==> src/verilog/ddcc_pkg.sv <==
// Operation
// - lock bit set blocks register writes, except the unlock field and the lock clear
// - unlock: password 0101, then write lock 0
// - bit 13 picks fault-dump address 0x00/0x01
// - bit 12 enables the internal reference
// - two-bit voltage shutdown codes, reset 11
// - current shutdown bit, 1 powers down
// - reset code 1010 fires full reset
// - load bit pulses synchronous output load
// - clear bit pulses output clear
// - fault-dump bit starts dump, self-clears
// - protect bit starts protect, self-clears
// - readback bit reads one nonvolatile row
// - program bit writes settings to nonvolatile
// - restore bit reloads map from nonvolatile
// - bit 15 selects latched window comparator
// - flag clear bit resets comparator outputs
// - margin low/high bits issue margin commands
// - run bit holds waveform generation running
package ddcc_pkg;
    localparam int DDCC_CHANNELS = 2;
    // register addresses on the serial register port
    localparam logic [7:0] DDCC_ADDR_CONFIG = 8'h1f;
    localparam logic [7:0] DDCC_ADDR_GTRIG = 8'h20;
    localparam logic [7:0] DDCC_ADDR_CTRIG = 8'h21;
    localparam logic [15:0] DDCC_CONFIG_RESET = 16'h0fff;
    localparam logic [15:0] DDCC_ZERO16 = 16'h0000;
    // shared configuration fields
    localparam int DDCC_HOLD_BIT = 15;
    localparam int DDCC_LOCK_BIT = 14;
    localparam int DDCC_SNAP_BIT = 13;
    localparam int DDCC_REF_BIT = 12;
    localparam int DDCC_VSHUT_LSB_CH0 = 10;
    localparam int DDCC_VSHUT_LSB_CH1 = 1;
    localparam int DDCC_ISHUT_BIT_CH0 = 9;
    localparam int DDCC_ISHUT_BIT_CH1 = 0;
    localparam logic [7:0] DDCC_SNAP_ADDR0 = 8'h00;
    localparam logic [7:0] DDCC_SNAP_ADDR1 = 8'h01;
    // global trigger fields
    localparam int DDCC_PASS_LSB = 12;
    localparam int DDCC_RST_LSB = 8;
    localparam logic [3:0] DDCC_PASSWORD = 4'h5;
    localparam logic [3:0] DDCC_RESET_CODE = 4'ha;
    localparam int DDCC_LOAD_BIT = 7;
    localparam int DDCC_CLEAR_BIT = 6;
    localparam int DDCC_DUMP_BIT = 4;
    localparam int DDCC_PROT_BIT = 3;
    localparam int DDCC_ROW_BIT = 2;
    localparam int DDCC_PROG_BIT = 1;
    localparam int DDCC_RESTORE_BIT = 0;
    // channel trigger fields, offset from a channel base
    localparam int DDCC_CH0_BASE = 0;
    localparam int DDCC_CH1_BASE = 12;
    localparam int DDCC_FLAG_OFS = 3;
    localparam int DDCC_MLO_OFS = 2;
    localparam int DDCC_MHI_OFS = 1;
    localparam int DDCC_RUN_OFS = 0;
endpackage

==> src/verilog/ddcc_regs.sv <==
`timescale 1ns/1ps
`default_nettype none
module ddcc_regs
    import ddcc_pkg::*;
(
    input wire logic clk_in,
    input wire logic resetn_in,
    input wire logic wr_en_in,
    input wire logic rd_en_in,
    input wire logic [7:0] addr_in,
    input wire logic [15:0] wdata_in,
    output logic [15:0] rdata_out,
    output logic rvalid_out,
    output logic window_compare_hold_enable_out,
    output logic write_protect_bit_out,
    output logic [7:0] snapshot_read_location_out,
    output logic int_ref_enable_out,
    output logic [3:0] voltage_output_shutdown_out,
    output logic [1:0] current_output_shutdown_out,
    output logic soft_reset_out,
    output logic synchronous_output_load_out,
    output logic output_clear_trigger_out,
    output logic fault_dump_trigger_out,
    output logic protect_trigger_out,
    output logic single_row_readback_out,
    output logic nonvolatile_write_trigger_out,
    output logic nonvolatile_restore_trigger_out,
    output logic [1:0] comparator_flag_clear_out,
    output logic [1:0] lower_margin_trigger_out,
    output logic [1:0] upper_margin_trigger_out,
    output logic [1:0] waveform_run_out
);

    ////////////////////////////////////////////////////////////////////////
    // register bank state
    // the whole bank lives in one packed struct so that the soft reset
    // can return every field to its power-up value in one assignment;
    // the trade-off is that the reset pulse also wipes a read answer
    // that was due in the same cycle, so hosts should not read while
    // they issue the reset code.
    //
    // trigger bits are never stored as levels: a write turns them into
    // one-cycle pulses, which makes them read back as zero for free and
    // avoids a stale pending trigger being replayed by a later write.
    //
    // the unlock field is stored so it can be read back, and the armed
    // flag remembers that the password was the very last write seen.
    typedef struct packed {
        logic [15:0] cfg;       // shared configuration
        logic [3:0] pass;       // last unlock field written
        logic armed;            // password seen, lock may be cleared
        logic [15:0] gpulse;    // one-cycle global trigger pulses
        logic soft_rst;         // one-cycle full reset pulse
        logic [15:0] cpulse;    // one-cycle channel trigger pulses
        logic [1:0] run;        // stored waveform run bits
        logic [15:0] rdata;
        logic rvalid;
    } ddcc_state_type;

    ddcc_state_type st_q;
    ddcc_state_type st_d;

    // address decode, shared by the read and the write paths
    function automatic logic ddcc_hit(input logic [7:0] a, input logic [7:0] target);
        ddcc_hit = (a == target);
    endfunction

    // bit base of a channel within the channel trigger register
    function automatic int ddcc_base(input int ch);
        ddcc_base = (ch == 0) ? DDCC_CH0_BASE : DDCC_CH1_BASE;
    endfunction

    ////////////////////////////////////////////////////////////////////////
    // next state: writes, lock handling, self-clearing triggers, reads
    always_comb begin
        logic locked;
        logic [15:0] ctrig_rd;
        locked = st_q.cfg[DDCC_LOCK_BIT];
        ctrig_rd = DDCC_ZERO16;
        st_d = st_q;
        st_d.gpulse = DDCC_ZERO16;           // pulses last one cycle
        st_d.cpulse = DDCC_ZERO16;
        st_d.soft_rst = 1'b0;
        st_d.rvalid = rd_en_in;
        // only run bits read back; trigger bits always read zero
        for (int c = 0; c < DDCC_CHANNELS; c++) begin
            ctrig_rd[ddcc_base(c) + DDCC_RUN_OFS] = st_q.run[c];
        end
        if (rd_en_in) begin
            if (ddcc_hit(addr_in, DDCC_ADDR_CONFIG)) begin
                st_d.rdata = st_q.cfg;
            end else if (ddcc_hit(addr_in, DDCC_ADDR_GTRIG)) begin
                st_d.rdata = {st_q.pass, 12'h000};
            end else if (ddcc_hit(addr_in, DDCC_ADDR_CTRIG)) begin
                st_d.rdata = ctrig_rd;
            end else begin
                st_d.rdata = DDCC_ZERO16;
            end
        end
        if (wr_en_in) begin
            if (ddcc_hit(addr_in, DDCC_ADDR_GTRIG)) begin
                // the unlock field stays writable so a locked part can be freed
                st_d.pass = wdata_in[DDCC_PASS_LSB +: 4];
                st_d.armed = (wdata_in[DDCC_PASS_LSB +: 4] == DDCC_PASSWORD);
                if (!locked) begin
                    st_d.gpulse[DDCC_LOAD_BIT] = wdata_in[DDCC_LOAD_BIT];
                    st_d.gpulse[DDCC_CLEAR_BIT] = wdata_in[DDCC_CLEAR_BIT];
                    st_d.gpulse[DDCC_DUMP_BIT] = wdata_in[DDCC_DUMP_BIT];
                    st_d.gpulse[DDCC_PROT_BIT] = wdata_in[DDCC_PROT_BIT];
                    st_d.gpulse[DDCC_ROW_BIT] = wdata_in[DDCC_ROW_BIT];
                    st_d.gpulse[DDCC_PROG_BIT] = wdata_in[DDCC_PROG_BIT];
                    st_d.gpulse[DDCC_RESTORE_BIT] = wdata_in[DDCC_RESTORE_BIT];
                end
                // full reset: every register back to its reset value
                if (!locked && wdata_in[DDCC_RST_LSB +: 4] == DDCC_RESET_CODE) begin
                    st_d = '0;
                    st_d.cfg = DDCC_CONFIG_RESET;
                    st_d.soft_rst = 1'b1;
                end
            end else if (ddcc_hit(addr_in, DDCC_ADDR_CONFIG)) begin
                st_d.armed = 1'b0;
                if (!locked) begin
                    st_d.cfg = wdata_in;
                end else if (st_q.armed && !wdata_in[DDCC_LOCK_BIT]) begin
                    // a locked write only clears the lock, other fields kept
                    st_d.cfg[DDCC_LOCK_BIT] = 1'b0;
                end
            end else if (ddcc_hit(addr_in, DDCC_ADDR_CTRIG)) begin
                st_d.armed = 1'b0;
                if (!locked) begin
                    for (int c = 0; c < DDCC_CHANNELS; c++) begin
                        st_d.run[c] = wdata_in[ddcc_base(c) + DDCC_RUN_OFS];
                        st_d.cpulse[ddcc_base(c) + DDCC_FLAG_OFS] =
                            wdata_in[ddcc_base(c) + DDCC_FLAG_OFS];
                        st_d.cpulse[ddcc_base(c) + DDCC_MLO_OFS] =
                            wdata_in[ddcc_base(c) + DDCC_MLO_OFS];
                        st_d.cpulse[ddcc_base(c) + DDCC_MHI_OFS] =
                            wdata_in[ddcc_base(c) + DDCC_MHI_OFS];
                    end
                end
            end else begin
                st_d.armed = 1'b0;   // any other write breaks the sequence
            end
        end
    end

    ////////////////////////////////////////////////////////////////////////
    // state register
    // asynchronous reset loads constants only; the configuration word
    // comes up with both outputs shut down, matching the soft reset.
    always_ff @(posedge clk_in or negedge resetn_in) begin
        if (!resetn_in) begin
            st_q <= '0;
            st_q.cfg <= DDCC_CONFIG_RESET;
        end else begin
            st_q <= st_d;
        end
    end

    ////////////////////////////////////////////////////////////////////////
    // outputs, all straight from flops
    // no logic between the flops and the pins, so downstream blocks in
    // other parts of the device see glitch-free levels and pulses.
    // pulses stand for exactly one clock; consumers must sample every
    // edge and must not expect the request to be held.
    assign rdata_out = st_q.rdata;
    assign rvalid_out = st_q.rvalid;
    assign window_compare_hold_enable_out = st_q.cfg[DDCC_HOLD_BIT];
    assign write_protect_bit_out = st_q.cfg[DDCC_LOCK_BIT];
    assign snapshot_read_location_out =
        st_q.cfg[DDCC_SNAP_BIT] ? DDCC_SNAP_ADDR1 : DDCC_SNAP_ADDR0;
    assign int_ref_enable_out = st_q.cfg[DDCC_REF_BIT];
    assign voltage_output_shutdown_out = {st_q.cfg[DDCC_VSHUT_LSB_CH1 +: 2],
                                          st_q.cfg[DDCC_VSHUT_LSB_CH0 +: 2]};
    assign current_output_shutdown_out = {st_q.cfg[DDCC_ISHUT_BIT_CH1],
                                          st_q.cfg[DDCC_ISHUT_BIT_CH0]};
    assign soft_reset_out = st_q.soft_rst;
    assign synchronous_output_load_out = st_q.gpulse[DDCC_LOAD_BIT];
    assign output_clear_trigger_out = st_q.gpulse[DDCC_CLEAR_BIT];
    assign fault_dump_trigger_out = st_q.gpulse[DDCC_DUMP_BIT];
    assign protect_trigger_out = st_q.gpulse[DDCC_PROT_BIT];
    assign single_row_readback_out = st_q.gpulse[DDCC_ROW_BIT];
    assign nonvolatile_write_trigger_out = st_q.gpulse[DDCC_PROG_BIT];
    assign nonvolatile_restore_trigger_out = st_q.gpulse[DDCC_RESTORE_BIT];

    // per-channel trigger outputs
    // index of each two-bit output is the channel number, so that
    // channel 0 sits in bit 0 regardless of its place in the register.
    genvar gc;
    generate
        for (gc = 0; gc < DDCC_CHANNELS; gc++) begin : g_ch
            localparam int B = (gc == 0) ? DDCC_CH0_BASE : DDCC_CH1_BASE;
            assign comparator_flag_clear_out[gc] = st_q.cpulse[B + DDCC_FLAG_OFS];
            assign lower_margin_trigger_out[gc] = st_q.cpulse[B + DDCC_MLO_OFS];
            assign upper_margin_trigger_out[gc] = st_q.cpulse[B + DDCC_MHI_OFS];
            assign waveform_run_out[gc] = st_q.run[gc];
        end
    endgenerate

endmodule
`default_nettype wire

==> config.mk <==
export PLATFORM = sky130hd
export DESIGN_NAME = ddcc_regs
export DESIGN_NICKNAME = d
export VERILOG_FILES = /design/src/verilog/ddcc_pkg.sv /design/src/verilog/ddcc_regs.sv
export SDC_FILE = /design/constraint.sdc
export NUM_CORES = 1
export LEC_CHECK = 0
export ABC_AREA = 1
export BUFFER_PORTS_ARGS = -buffer_cell sky130_fd_sc_hd__clkbuf_2
export CAP_MARGIN = 20
export CORE_AREA = 2 2 78 80
export CTS_CLUSTER_DIAMETER = 200
export DETAILED_ROUTE_END_ITERATION = 10
export DIE_AREA = 0 0 80 82
export PLACE_DENSITY = 0.75
export REMOVE_ABC_BUFFERS = 1
export SLEW_MARGIN = 20
export SYNTH_ARGS = -nofsm -noshare
export SYNTH_HDL_FRONTEND = slang
export SYNTH_SLANG_ARGS = --single-unit
export TNS_END_PERCENT = 20
==> constraint.sdc <==
create_clock -name clk_in -period 2 [get_ports clk_in]
set_clock_uncertainty 0.1 [all_clocks]
set_input_delay 0.1 -clock clk_in [delete_from_list [all_inputs] [get_ports clk_in]]
set_output_delay 0.1 -clock clk_in [all_outputs]
set_load 0.005 [all_outputs]
==> impl_metrics.py, run 1 <==
metrics = {
    "global_routing": {
        "grt_overflow": 0,
        "grt_pass1_wl_um": 9960,
        "antenna_found_initial": 0,
        "grt_util_all_layers_pct": 19.7,
        "grt_pass1_vias": 2146,
        "grt_start_max_net_pins": 22,
    },
    "synth": {
        "async_flop_share_pct": 100,
        "synth.cell_area_mm2": 0.00287,
        "syn_area_per_cell_um2": 7.78,
        "yosys-top-cells-count": "128 x nand2_1, 42 x dfrtp_1, 40 x buf_4",
        "yosys_register_bits": 54,
        "synth_most_common_cell": "nand2_1",
        "syn_inst": 369,
        "ys_seq_area_share_pct": 47.6,
        "synth_area_leaders": "dfrtp_1 37%, nand2_1 17%, dfstp_2 11%",
        "ys_warn_count": 0,
        "synth_cell_types": 23,
        "synth-main-ff-cell": "dfrtp_1",
        "netlist.area_leader.share_pct": 36.6,
        "synth_top_cell_by_area": "dfrtp_1",
        "synth_enable_flop_cells": 0,
    },
    "timing": {
        "fin_crit_ps": 1720,
        "hold_violations": 0,
        "tns_ps": 0,
        "slew_violations": 0,
        "rsz0062_at_grt": "false",
        "period_share_pct": 86.1,
        "clock.fmax_mhz": 581,
        "final-setup-viol-count": 0,
    },
    "die": {
        "coreArea_mm2": 0.00575,
        "die_h_um": 82,
        "die_area_mm2": 0.00656,
        "io_pins": 78,
        "initial_core_util_pct": 49.9,
        "die_w_um": 80,
        "rows": 28,
    },
    "clock_tree": {
        "clock_path_buffers": 2,
        "numCtsBuffers": 5,
        "clock_latency_ps": 300,
        "clk_pin_slew_ps": 90,
        "cts.sinks": 54,
        "root_buffer": "clkbuf_8",
        "cts_tree": "yes",
        "cts-htree-levels": 2,
        "ctsResizeCount": 0,
    },
    "critical_path": {
        "worst-path-buf-inv": 3,
        "path_max_fanout": 16,
        "path_class": "flop to flop",
        "startpoint_type": "flop",
        "end_kind": "flop",
        "slowest_delay_ps": 470,
        "cp_slowest_cell": "dfrtp_1",
        "worstPathArrival_ps": 1820,
        "required_ps": 2100,
        "crit_chain": "inv_2 > nand2_1 > inv_1 > nand2_2 > nand2_4 > nand2_2 > inv_4 > nand2_4 > nand2_1 > nand2_1",
        "crit_family": "simple AND/OR/NAND/NOR gates",
        "cpMostUsedCell": "nand2_1",
    },
    "power_and_ir_drop": {
        "finalPower_uw": 2050,
        "peakVddDrop_mv": 0.406,
        "power_density_mw_per_mm2": 637,
        "p_leak_uw": 0.00191,
    },
    "route": {
        "antenna_left": 0,
        "dr.first_iter.drc_count": 149,
        "vias": 2353,
        "avgRoutedWirePerCell_um": 12.2,
        "drc": 0,
        "drt_wl_total_um": 6020,
        "viasPerCell": 4.76,
        "dr.pass1.iters": 4,
    },
    "final_layout": {
        "nets": 446,
        "fin_cells": 494,
        "fin_area_mm2": 0.00322,
        "drive_gt1_share_pct": 25.8,
        "diodes": 0,
        "fin_util_pct": 56.1,
        "synthToLayoutAreaGrowth_pct": 12.3,
    },
    "placement": {
        "dpl.hpwl_um": 4460,
        "portBuffers": 70,
        "placed_area_mm2": 0.00301,
        "gp_congestion": 0.838,
        "dp_cells": 474,
    },
    "outcome": {
        "status": "completed",
    },
    "job": {
        "max_cap_violations": 0,
    },
    "worst_hold_path": {
        "hold_path.class": "input port to flop",
    },
}
[metrics by stage]
step,setup slack (ps),hold WS (ps)
3_3_place_gp,376,-48.7
5_1_grt,98.1,19.0
6_report,279,12.9
3_5_place_dp,289,-39.5
2_1_floorplan,490,-296
4_1_cts,268,7.68
[power by group]
group	total, µW	switching, µW	internal, µW	leakage (µW)
clock network	618	338	280	0.0000482
registers	1190	35.8	1150	0.000694
logic	247	148	98.8	0.00117
[what timing repair did]
| item | 4_1_cts | 5_1_grt |
|---|---|---|
| setup buffers | 0 | 0 |
| hold buffers | 12 | 0 |
| hold endpoints to repair | 31 | 0 |
[cell usage in the layout, fill, tap and decap left out, types with 7 or more instances in the layout]
master | netlist | layout
clkbuf_2 | 0 | 70
dlygate4sd3_1 | 0 | 12
inv_1 | 35 | 35
nand3_1 | 24 | 24
dfrtp_1 | 42 | 42
conb_1 | 1 | 7
nor2_1 | 28 | 28
dfstp_2 | 12 | 12
nand2_1 | 128 | 128
o21ai_0 | 23 | 23
[final timing paths]
| path | cells after the start | from | to | slack, ps |
|---|---|---|---|---|
| min | 3 | wr_en_in | waveform_run_out[0] | 10 |
| min in group asynchronous | 2 | resetn_in | rdata_out[6] | 160 |
| max | 10 | write_protect_bit_out | st_q[70] | 280 |
| max in group asynchronous | 3 | resetn_in | st_q[63] | 930 |
| max reg2reg | 10 | write_protect_bit_out | st_q[70] | 280 |
| min reg2reg | 2 | st_q[64] | st_q[64] | 370 |
[registers in the layout, summed over array words and instances, names as in the netlist, 2 cells and up]
name,count
comparator_flag_clear_out,2
current_output_shutdown_out,2
lower_margin_trigger_out,2
rdata_out,16
st_q,12
upper_margin_trigger_out,2
voltage_output_shutdown_out,4
waveform_run_out,2
[worst register-to-register path: cells and delay by family (launching register included)]
family / cells / cell delay, ps
buffers and inverters: 3 / 330
DFF: 1 / 470
and+or+nand+nor: 7 / 740
[cells by family (layout without fill, tap and decap cells)]
| group | count (synthesis) | after routing | share of synthesized area (%) |
|---|---|---|---|
| other | 1 | 7 | 0.131 |
| and+or+nand+nor | 199 | 199 | 29.5 |
| DFF | 54 | 54 | 47.6 |
| AOI/OAI and AO/OA | 28 | 28 | 5.54 |
| buffers and inverters | 87 | 131 | 17.2 |
[layer usage]
metal / part of all wire (%) / GRT usage (%) / up-vias
met2: 48 / 32.2 / 75
met4: 1.4 / 6.44 / 0
met5: 0 / 0 / -
met3: 5.3 / 3.63 / 9
li1: - / - / 1188
met1: 45 / 26.5 / 1081
[layout make-up]
class,instances,area [µm²]
Sequential cell,54,1370
Tap cell,75,93.8
Clock inverter,1,5.00
Fill cell,565,2520
Timing Repair Buffer,85,493
Clock buffer,7,86.3
Multi-Input combinational cell,234,1030
Inverter,38,145
Note: power is estimated with default switching activity, not from simulation.
==> run 2, diff against run 1 <==
- CORE_AREA: 2 2 78 80 -> 2 2 82 84
- DIE_AREA: 0 0 80 82 -> 0 0 84 86
- PLACE_DENSITY: 0.75 -> 0.71
- SLEW_MARGIN: 20 -> not set
- clock period: 2 -> 1.5 ns (I/O delays scaled with it)
==> run 2 against run 1 <==
Effect of this change:
- register-to-register slack got worse by 210 ps
- global-route usage decreased by 1.2 points
- final area increased by 6.7%
- wire length increased by 6.7%
- utilization decreased by 1.3 points
- via count increased by 3.6%
- count of clock-buffer cells in the layout decreased by 2
- critical path depth decreased by 2
- final cell count increased by 3.8%
- critical path type is now input port to flop
- largest power group unchanged
==> impl_metrics.py, run 2 (same netlist as run 1, synthesis figures left out) <==
metrics = {
    "outcome": {
        "status": "completed",
    },
    "critical_path": {
        "path_max_fanout": 6,
        "required_ps": 1600,
        "worstPathArrival_ps": 1550,
        "startpoint_type": "input port",
        "path_class": "input port to flop",
        "end_kind": "flop",
    },
    "global_routing": {
        "grt_pass1_vias": 2274,
        "grt_util_all_layers_pct": 18.4,
        "antenna_found_initial": 0,
        "grt_overflow": 0,
        "grt_start_max_net_pins": 55,
        "grt_pass1_wl_um": 10700,
    },
    "final_layout": {
        "final_cell_mix": "127 x nand2_1, 69 x clkbuf_2, 42 x dfrtp_1, 34 x inv_1, 28 x nor2_1",
        "diodes": 0,
        "drive_gt1_share_pct": 28.2,
        "fill_cells": 592,
        "final_common_cell": "nand2_1",
        "nets": 463,
        "largest_reg_flops": 16,
        "synthToLayoutAreaGrowth_pct": 19.8,
    },
    "clock_tree": {
        "numCtsBuffers": 5,
        "clk_pin_slew_ps": 100,
        "cts.sinks": 54,
        "root_buffer": "clkbuf_8",
        "clock_latency_ps": 310,
        "clock_path_buffers": 2,
        "cts-htree-levels": 2,
        "cts_tree": "yes",
    },
    "timing": {
        "final-setup-viol-count": 0,
        "period_share_pct": 96.8,
        "tns_ps": 0,
        "holdWs_ps": 7.82,
        "hold_violations": 0,
        "clock.fmax_mhz": 688,
        "fin_crit_ps": 1450,
        "slew_violations": 0,
    },
    "die": {
        "coreArea_mm2": 0.00628,
        "die_area_mm2": 0.00722,
        "rows": 29,
        "die_w_um": 84,
        "initial_core_util_pct": 45.7,
        "io_pins": 78,
        "die_h_um": 86,
    },
    "route": {
        "dr.first_iter.drc_count": 147,
        "viasPerCell": 4.75,
        "avgRoutedWirePerCell_um": 12.5,
        "dr.pass1.iters": 6,
        "drt_wl_total_um": 6420,
        "antenna_left": 0,
        "drc": 0,
        "vias": 2437,
    },
    "power_and_ir_drop": {
        "peakVddDrop_mv": 0.477,
        "power_density_mw_per_mm2": 857,
        "p_leak_uw": 0.00203,
        "finalPower_uw": 2950,
    },
    "placement": {
        "gp_congestion": 0.834,
        "portBuffers": 70,
        "dpl.hpwl_um": 4650,
    },
    "job": {
        "max_cap_violations": 0,
    },
    "worst_hold_path": {
        "hold_path.class": "input port to flop",
    },
}
==> run 2: cell count changes in the layout (fill, tap and decap cells not counted), moves of 2 or more <==
cell,previous run,this run
buf_4,3,12
dlygate4sd3_1,12,17
buf_6,0,2
nand2_2,4,2
nand2_4,3,5
==> run 2: worst max-delay path, stage by stage <==
cell           delay (ps)
dlygate4sd3_1         510
buf_2                 180
clkinvlp_4            190
nor2_2                230
buf_4                 150
inv_1                  70
nand2_1                70
o21ai_0                80
==> run 2: path summary, 6_finish.rpt <==
kind | start | end | slack (ps) | cells after the start
setup / recovery | wr_en_in | st_q[55] | 50 | 8
hold / removal | wdata_in[9] | current_output_shutdown_out[0] | 8 | 5
setup reg to reg | write_protect_bit_out | lower_margin_trigger_out[1] | 70 | 4
hold reg to reg | st_q[61] | st_q[61] | 370 | 2
max in group asynchronous | resetn_in | st_q[61] | 810 | 3
min in group asynchronous | resetn_in | rdata_out[8] | 170 | 3
==> run 2: power breakdown <==
group / internal [µW] / switching (µW)
registers: 1540 / 45.4
clock network: 501 / 495
logic: 158 / 210
==> run 2: timing repair <==
action                                  4_1_cts  5_1_grt
endpoints found under the setup margin        0       24
endpoints found under the hold margin        80        0
hold buffers                                 17        0
buffers inserted                              0        2
resized for setup                             0       11
==> run 2: routing by layer <==
metal / GRT usage (%) / share of wire (%) / vias up / wire length, µm
li1: - / - / 1215 / -
met5: 0 / 0 / - / 0
met2: 31.3 / 49 / 83 / 3150
met1: 24.3 / 45 / 1130 / 2860
met3: 3.46 / 4.9 / 9 / 315
met4: 5.28 / 1.4 / 0 / 89
==> run 2: stage by stage <==
| stage | area (µm²) | util, % | setup slack, ps | instances |
|---|---|---|---|---|
| after CTS | 3380 | 53.9 | 9.91 | 511 |
| after floorplan | 2540 | - | -10.4 | 326 |
| final | 3440 | 54.8 | 47.4 | 513 |
| after global placement | 3100 | 49.4 | 88.7 | 486 |
| after detailed placement | 3100 | 49.4 | 59.1 | 486 |
| after global routing | 3440 | 54.8 | -31.7 | 513 |
==> run 2: final cells by class <==
type	instances	area (µm²)	share of cell area, %
sequential	54	1370	39.7
tap	77	96.3	2.80
inverter	38	151	4.40
clock buffer	5	68.8	2.00
multi-input combinational	234	1060	30.8
timing repair buffer	102	653	19.0
clock inverter	3	43.8	1.27
